<file path="config.mk">
export PLATFORM = sky130hd
export DESIGN_NAME = nic_status_top
export DESIGN_NICKNAME = d
export VERILOG_FILES = /design/src/hw/nic_status_pkg.sv /design/src/hw/nic_status_top.sv /design/src/hw/pulse_stretch.sv
export SDC_FILE = /design/constraint.sdc
export NUM_CORES = 1
export LEC_CHECK = 0
export ABC_AREA = 0
export BUFFER_PORTS_ARGS = -buffer_cell sky130_fd_sc_hd__buf_2
export CAP_MARGIN = 20
export CORE_ASPECT_RATIO = 1.5
export CORE_MARGIN = 2
export CORE_UTILIZATION = 35
export DETAILED_ROUTE_END_ITERATION = 8
export PLACE_DENSITY = 0.57
export REMOVE_ABC_BUFFERS = 1
export SLEW_MARGIN = 20
export SYNTH_ARGS = -nofsm -noshare
export SYNTH_HDL_FRONTEND = slang
export SYNTH_SLANG_ARGS = --single-unit
</file>
<file path="constraint.sdc">
create_clock -name clk_i -period 3.52 [get_ports clk_i]
set_input_delay 0.352 -clock clk_i [delete_from_list [all_inputs] [get_ports clk_i]]
set_output_delay 0.352 -clock clk_i [all_outputs]
set_load 0.01 [all_outputs]
</file>
<file path="src/hw/nic_status_pkg.sv">
// nic_status_pkg: constants and carriers for the reset and status indicator block
// assumes a single 125 MHz clock domain
package nic_status_pkg;
  localparam int CLK_MHZ = 125;
  localparam int RESET_DONE_CYCLES = 10;
  localparam logic [3:0] RESET_CNT_W_MAX = 4'h9;
  localparam int STRETCH_MS = 50;
  localparam int STRETCH_CYCLES = STRETCH_MS * 1000 * CLK_MHZ;
  localparam int LINK_PULSE_RUN = 7;
  localparam int PACKET_RUN = 3;
  localparam int CMD_START_BIT = 1;
  localparam logic [7:0] CMD_RESET_VAL = 8'h21;
  localparam logic [7:0] IMASK_RESET_VAL = 8'h00;
  localparam logic [7:0] DCFG_RESET_VAL = 8'h00;
  localparam logic [7:0] TCFG_RESET_VAL = 8'h00;

  // network-side events, one-cycle pulses on the bus-side clock
  typedef struct packed {
    logic link_pulse;
    logic link_pulse_reversed;
    logic packet_rx;
    logic packet_reversed;
    logic tx_active;
    logic collision;
  } net_events_s;

  // configuration writes as seen by this block
  typedef struct packed {
    logic cmd_we;
    logic imask_we;
    logic dcfg_we;
    logic tcfg_we;
    logic [7:0] wdata;
  } cfg_write_s;

  typedef struct packed {
    logic [7:0] cmd;
    logic [7:0] imask;
    logic [7:0] dcfg;
    logic [7:0] tcfg;
  } cfg_regs_s;

  typedef enum logic [1:0] {
    ST_RESET,
    ST_STOPPED,
    ST_RUNNING
  } run_state_e;
endpackage

</file>
<file path="src/hw/nic_status_top.sv">
// nic_status_top: reset sequencing, start gating, bus request and status indicators
// assumes network events and fifo service requests come from logic on clk_i
// What this block does
// - a low reset input enters reset at once, no waiting for activity.
// - internal reset action finishes within 10 bus-side clock cycles.
// - no transmit or receive after reset until software sets the start bit.
// - reset restores command, interrupt mask, data and transmit configuration.
// - bus request is active high, raised whenever the fifo needs service once reset sequencing is over.
// - polarity flag rests low, rises after 7 pulses or 3 packets reversed, counted only while started and factory test is low.
// - transmit indicator held high about 50 ms for each transmission.
// - collision indicator held high about 50 ms for each collision.
`timescale 1ns/1ps
module nic_status_top
  import nic_status_pkg::*;
#(
  parameter int STRETCH = nic_status_pkg::STRETCH_CYCLES
) (
  input wire logic clk_i,
  input wire logic nrst_i,
  input wire logic ce_i,
  input wire nic_status_pkg::cfg_write_s cfg_wr_i,
  input wire nic_status_pkg::net_events_s net_ev_i,
  input wire logic fifo_service_i,
  input wire logic bus_grant_i,
  input wire logic factory_test_i,
  output nic_status_pkg::cfg_regs_s cfg_o,
  output logic reset_done_o,
  output logic net_enable_o,
  output logic bus_request_line_o,
  output logic dma_go_o,
  output logic polarity_reversed_flag_o,
  output logic transmit_activity_indicator_o,
  output logic collision_o
);
  import nic_status_pkg::*;

  // ****************************************
  // pin synchronisers
  // ****************************************
  logic grant_s1_r, grant_s2_r, test_s1_r, test_s2_r;
  always_ff @(posedge clk_i or negedge nrst_i) begin
    if (!nrst_i) begin
      grant_s1_r <= 1'b0;
      grant_s2_r <= 1'b0;
      test_s1_r <= 1'b0;
      test_s2_r <= 1'b0;
    end else if (ce_i) begin
      grant_s1_r <= bus_grant_i;
      grant_s2_r <= grant_s1_r;
      test_s1_r <= factory_test_i;
      test_s2_r <= test_s1_r;
    end
  end

  // ****************************************
  // reset sequencing
  // ****************************************
  // asynchronous clear acts at once, regardless of traffic
  run_state_e state_r;
  logic [3:0] rst_cnt_r;
  always_ff @(posedge clk_i or negedge nrst_i) begin
    if (!nrst_i) begin
      state_r <= ST_RESET;
      rst_cnt_r <= 4'h0;
      reset_done_o <= 1'b0;
    end else if (ce_i) begin
      unique case (state_r)
        ST_RESET: begin
          // internal clean-up counted out in exactly the 10-cycle bound
          if (rst_cnt_r == RESET_CNT_W_MAX) begin
            state_r <= ST_STOPPED;
            reset_done_o <= 1'b1;
          end else begin
            rst_cnt_r <= rst_cnt_r + 4'h1;
          end
        end
        ST_STOPPED: begin
          if (cfg_o.cmd[CMD_START_BIT]) state_r <= ST_RUNNING;
        end
        ST_RUNNING: begin
          if (!cfg_o.cmd[CMD_START_BIT]) state_r <= ST_STOPPED;
        end
      endcase
    end
  end

  // ****************************************
  // configuration registers
  // ****************************************
  // all four return to reset values on reset
  always_ff @(posedge clk_i or negedge nrst_i) begin
    if (!nrst_i) begin
      cfg_o <= '{cmd: CMD_RESET_VAL, imask: IMASK_RESET_VAL,
                 dcfg: DCFG_RESET_VAL, tcfg: TCFG_RESET_VAL};
    end else if (ce_i && state_r != ST_RESET) begin
      if (cfg_wr_i.cmd_we) cfg_o.cmd <= cfg_wr_i.wdata;
      if (cfg_wr_i.imask_we) cfg_o.imask <= cfg_wr_i.wdata;
      if (cfg_wr_i.dcfg_we) cfg_o.dcfg <= cfg_wr_i.wdata;
      if (cfg_wr_i.tcfg_we) cfg_o.tcfg <= cfg_wr_i.wdata;
    end
  end

  // network traffic gated off unless started, and held off while factory test is up
  always_ff @(posedge clk_i or negedge nrst_i) begin
    if (!nrst_i) net_enable_o <= 1'b0;
    else if (ce_i) net_enable_o <= (state_r == ST_RUNNING) && !test_s2_r;
  end
  wire net_on = (state_r == ST_RUNNING) && !test_s2_r;

  // ****************************************
  // bus request and grant
  // ****************************************
  always_ff @(posedge clk_i or negedge nrst_i) begin
    if (!nrst_i) begin
      bus_request_line_o <= 1'b0;
      dma_go_o <= 1'b0;
    end else if (ce_i) begin
      bus_request_line_o <= fifo_service_i && state_r != ST_RESET;
      // dma only with request up and grant seen
      dma_go_o <= bus_request_line_o && grant_s2_r && fifo_service_i;
    end
  end

  // ****************************************
  // polarity detection
  // ****************************************
  logic [2:0] pulse_run_r;
  logic [1:0] pkt_run_r;
  always_ff @(posedge clk_i or negedge nrst_i) begin
    if (!nrst_i) begin
      pulse_run_r <= 3'h0;
      pkt_run_r <= 2'h0;
      polarity_reversed_flag_o <= 1'b0;
    end else if (ce_i && net_on) begin
      if (net_ev_i.link_pulse) begin
        if (!net_ev_i.link_pulse_reversed) pulse_run_r <= 3'h0;
        else if (pulse_run_r != 3'(LINK_PULSE_RUN)) pulse_run_r <= pulse_run_r + 3'h1;
      end
      if (net_ev_i.packet_rx) begin
        if (!net_ev_i.packet_reversed) pkt_run_r <= 2'h0;
        else if (pkt_run_r != 2'(PACKET_RUN)) pkt_run_r <= pkt_run_r + 2'h1;
      end
      // the counters saturate so the flag stays up while reversal persists
      polarity_reversed_flag_o <= (pulse_run_r == 3'(LINK_PULSE_RUN))
                                  || (pkt_run_r == 2'(PACKET_RUN));
    end
  end

  // ****************************************
  // activity indicators
  // ****************************************
  pulse_stretch #(.STRETCH(STRETCH)) u_tx_led (
    .clk_i(clk_i),
    .nrst_i(nrst_i),
    .en_i(ce_i),
    .trig_i(net_ev_i.tx_active && net_on),
    .out_o(transmit_activity_indicator_o)
  );
  pulse_stretch #(.STRETCH(STRETCH)) u_col_led (
    .clk_i(clk_i),
    .nrst_i(nrst_i),
    .en_i(ce_i),
    .trig_i(net_ev_i.collision && net_on),
    .out_o(collision_o)
  );

  // ****************************************
  // checks
  // ****************************************
  localparam int RESET_BOUND = RESET_DONE_CYCLES;
  property p_reset_done;
    @(posedge clk_i) disable iff (!nrst_i)
      (state_r == ST_RESET && rst_cnt_r == 4'h0 && ce_i) |-> ##[1:RESET_BOUND] reset_done_o;
  endproperty
  a_reset_done: assert property (p_reset_done) else $error("reset not done");

  property p_no_net_before_start;
    @(posedge clk_i) disable iff (!nrst_i)
      // enable lags the start bit by two edges: register, then state, then output
      net_enable_o |-> $past(cfg_o.cmd[CMD_START_BIT], 2);
  endproperty
  a_no_net_before_start: assert property (p_no_net_before_start)
    else $error("net enabled without start");

  property p_bus_req;
    @(posedge clk_i) disable iff (!nrst_i)
      (ce_i && fifo_service_i && reset_done_o) |=> bus_request_line_o;
  endproperty
  a_bus_req: assert property (p_bus_req) else $error("bus request missing");

  property p_grant;
    @(posedge clk_i) disable iff (!nrst_i)
      dma_go_o |-> $past(grant_s2_r);
  endproperty
  a_grant: assert property (p_grant) else $error("dma without grant");

  property p_polarity;
    @(posedge clk_i) disable iff (!nrst_i)
      $rose(polarity_reversed_flag_o) |->
        $past(pulse_run_r) == 3'(LINK_PULSE_RUN) || $past(pkt_run_r) == 2'(PACKET_RUN);
  endproperty
  a_polarity: assert property (p_polarity) else $error("polarity without cause");

  property p_tx;
    @(posedge clk_i) disable iff (!nrst_i)
      (ce_i && net_on && net_ev_i.tx_active) |=> transmit_activity_indicator_o;
  endproperty
  a_tx: assert property (p_tx) else $error("tx indicator missing");

  property p_col;
    @(posedge clk_i) disable iff (!nrst_i)
      (ce_i && net_on && net_ev_i.collision) |=> collision_o [*2];
  endproperty
  a_col: assert property (p_col) else $error("collision indicator short");

  property p_test;
    @(posedge clk_i) disable iff (!nrst_i)
      test_s2_r |=> !net_enable_o;
  endproperty
  a_test: assert property (p_test) else $error("net on in test mode");

  property p_cfg_reset;
    @(posedge clk_i) disable iff (!nrst_i)
      (state_r == ST_RESET) |-> cfg_o.cmd == CMD_RESET_VAL && cfg_o.imask == IMASK_RESET_VAL
        && cfg_o.dcfg == DCFG_RESET_VAL && cfg_o.tcfg == TCFG_RESET_VAL;
  endproperty
  a_cfg_reset: assert property (p_cfg_reset) else $error("cfg not at reset");
endmodule

</file>
<file path="src/hw/pulse_stretch.sv">
// pulse_stretch: holds an output high for a fixed count after the last trigger
// assumes trigger is synchronous to clk_i
`timescale 1ns/1ps
module pulse_stretch #(
  parameter int STRETCH = 6250000
) (
  input wire logic clk_i,
  input wire logic nrst_i,
  input wire logic en_i,
  input wire logic trig_i,
  output logic out_o
);
  localparam logic [22:0] LOAD = 23'(STRETCH - 1);
  logic [22:0] cnt_r;

  // a new trigger reloads the count so the output covers the last event
  always_ff @(posedge clk_i or negedge nrst_i) begin
    if (!nrst_i) begin
      cnt_r <= 23'h0;
      out_o <= 1'b0;
    end else if (en_i) begin
      if (trig_i) begin
        cnt_r <= LOAD;
        out_o <= 1'b1;
      end else if (cnt_r != 23'h0) begin
        cnt_r <= cnt_r - 23'h1;
      end else begin
        out_o <= 1'b0;
      end
    end
  end
endmodule

</file>
==> results by group <==
CTS
  • Inserted Clock Buffers: 9
  • Max clock buf depth: 2
  • # hold bufs at CTS: 0
  • Root Driver: clkbuf_16
  • Postcts setup bufs: 0
  • CTS tree: built
  • CTS HTree Levels: 3
  • # resized after CTS: 0
  • Worst-path clk slew: 0.07 ns
  • CTS sink cnt: 100
  • Clock latency on the worst-skew pair: 0.35 ns

Pwr
  • Power density cells: 821 mW/mm²
  • Leak: 2.55 nW
  • Combinational Power Share: 32.1%
  • VDD IR max: 0.440 mV
  • Seq pwr share: 44.9%
  • Final Power: 4.57 mW
  • Sw Ratio: 36.2%
  • Switch Pwr: 1.65 mW
  • Clock Power Share: 23.0%
  • Pint: 2.91 mW

Timing
  • Rel. slew slack: 49.8%
  • Fmax: 392 MHz
  • Hold Vio Cnt, Final: 0
  • Setup ws final: 0.966 ns
  • Slew at the pin closest to its max-slew limit: 0.753 ns
  • Final setup fails: 0
  • Worst Clk Skew: 0.0105 ns
  • Setup TNS: 0 ns
  • Fin crit period: 2.55 ns
  • Final Max Slew Viols: 0
  • Unrepaired setup endpoints after global routing: false
  • Final Cycle Share: 72.5%

Setup path
  • R2R depth: 5
  • Startpoint type of the worst setup path: flip-flop
  • Worst r2r src: u_col_led.cnt_r[3]
  • CP endpoint kind: flip-flop
  • Setup CP Type: flip-flop to flip-flop
  • Worst Path Max Fanout: 12
  • Crit path cell chain: nor4_1, nand4_1, o2111ai_2, xor2_1, nand2_1
  • CP max-delay cell: nor4_1
  • Crit path max-delay family: simple AND/OR/NAND/NOR gates
  • Flop2flop setup slack: 0.97 ns
  • CP peak stage delay: 0.64 ns
  • Worst Path Required: 3.73 ns
  • CP arrival: 2.76 ns
  • Capture point of the worst reg-to-reg path: u_col_led.cnt_r[9]
  • WP buf/inv: 0

Global route
  • Gr usage total: 15.4%
  • Vias in the first global route: 3768
  • Largest net degree at the start of global routing: 60
  • Grt total ovfl: 0
  • First-pass GRT wire length: 18200 µm
  • Antenna violations before repair: 0

Synthesis
  • Ys flop type: dfrtp_1
  • #FFs+latches synth: 100
  • Cell count after synthesis: 431
  • Sequential-to-total area share from yosys stat: 52.7%
  • Cell variety after synth: 53
  • Post-synth ARST share: 100%
  • Synth area leader: dfrtp_1
  • Mapped Area: 0.00476 mm²
  • Largest cells by area after synthesis: dfrtp_1, mux2_2, xor2_1
  • Synth top cells by count: dfrtp_1, nand2_1, mux2_2
  • Yosys warning count: 0
  • Most common cell in the synthesized netlist: dfrtp_1
  • Avg Inst Size Synth: 11.0 µm²
  • EDFF count, synth: 0
  • Yosys top cell area share: 51.6%

Placement
  • GP Congestion: 0.805
  • HPWL after detailed placement: 7540 µm
  • Worst slack at placement: 0.920 ns
  • Port Buffers: 62
  • Placed Area: 0.00525 mm²

Floorplan
  • Starting Density: 35.5%
  • Die H: 147 µm
  • Die Area: 0.0146 mm²
  • I/O pin cnt: 63
  • Core Area: 0.0134 mm²
  • # rows: 52
  • Die W: 99.2 µm

Routing
  • Vias: 3565
  • ANT nets after route: 0
  • Vias per cell: 5.39
  • DRC viols: 0
  • Total Wirelength: 10700 µm
  • Wire per inst: 16.1 µm
  • Drt first pass iters: 4
  • Initial DRC count: 229

Cells and area
  • P&R area growth vs syn: 17.0%
  • Final #Nets: 526
  • Number of diodes: 0
  • Post-layout util: 41.5%
  • Layout cells sized above 1: 26.8%
  • Post-route cell area: 0.00556 mm²

Hold path
  • HP Class: primary input to asynchronous set/reset pin

Flow run
  • Max-Cap Viols: 0

Status
  • Status: complete, no violations
-- flip-flops by register name, indices dropped and copies added, names as in the netlist --
signal                    count
test_s2_r                     1
rst_cnt_r                     4
net_enable_o                  1
state_r                       2
pkt_run_r                     2
bus_request_line_o            1
grant_s2_r                    1
polarity_reversed_flag_o      1
reset_done_o                  1
u_tx_led.cnt_r               23
u_col_led.cnt_r              23
test_s1_r                     1
dma_go_o                      1
u_tx_led.out_o                1
cfg_o                        32
u_col_led.out_o               1
grant_s1_r                    1
pulse_run_r                   3
-- logic make-up after synthesis --
family / synth area share [%]
xor+xnor: 4.97
mux: 9.89
simple gates: 18.8
compound gates: 9.94
fa+ha+maj: 1.84
flops: 52.7
buf+inv: 1.87
-- layout make-up --
type / count / area, µm²
Clock inverter: 6 / 77.6
Clock buffer: 10 / 239
Tap cell: 162 / 203
Inverter: 11 / 41.3
Fill cell: 1302 / 7840
Timing Repair Buffer: 65 / 335
Multi-Input combinational cell: 308 / 2160
Sequential cell: 100 / 2500
-- through the flow --
step	instances	hold WS [ns]
3_5_place_dp	646	0.443
5_1_grt	662	0.130
4_1_cts	662	0.101
6_report	662	0.0561
3_3_place_gp	646	0.441
2_1_floorplan	419	0.0564
-- worst max path at each step --
stage                                  start                  to  cells past startpoint
after global placement                  ce_i  u_col_led.cnt_r[6]                      5
after floorplan            u_tx_led.cnt_r[0]  u_tx_led.cnt_r[11]                      7
final                     u_col_led.cnt_r[3]  u_col_led.cnt_r[9]                      5
after detailed placement                ce_i           cfg_o[25]                      5
after global routing      u_col_led.cnt_r[3]  u_col_led.cnt_r[9]                      5
after CTS                  u_tx_led.cnt_r[0]  u_tx_led.cnt_r[15]                      7
-- routing by layer --
metal | GRT usage (%) | share of wire (%) | vias up
li1 | - | - | 1694
met1 | 18.9 | 43 | 1752
met2 | 26.1 | 50 | 99
met3 | 3.43 | 4.6 | 20
met4 | 6.23 | 2.5 | 0
met5 | 0 | 0 | -
-- worst reg2reg max path: cells and delay by family (launching register included) --
kind / cells / cell delay (ns)
and+or+nand+nor: 3 / 1.32
AOI/OAI and AO/OA: 1 / 0.48
DFF: 1 / 0.44
xor gates and xnor gates: 1 / 0.18
-- placed cells by master (no fill, tap or decap), drive strengths merged, types with 8 or more instances in the layout --
cell,count
xor2,19
a21oi,15
clkbuf,10
nand2,44
nor3,16
nand3,11
buf,65
o211ai,8
a22o,8
or4,11
xnor2,8
o31ai,12
mux2,40
nor2,27
inv,13
nor4,9
dfrtp,98
o21ai,16
-- power by group through the flow --
stage | Combinational (mW) | Sequential, mW | Clock [mW]
after floorplan | 0.925 | 2.07 | 0
after global placement | 1.44 | 2.04 | 0
after detailed placement | 1.48 | 2.06 | 0
after CTS | 1.49 | 2.05 | 1.08
after global routing | 1.65 | 2.12 | 1.12
final | 1.46 | 2.05 | 1.05
(Power assumes the default switching activity.)
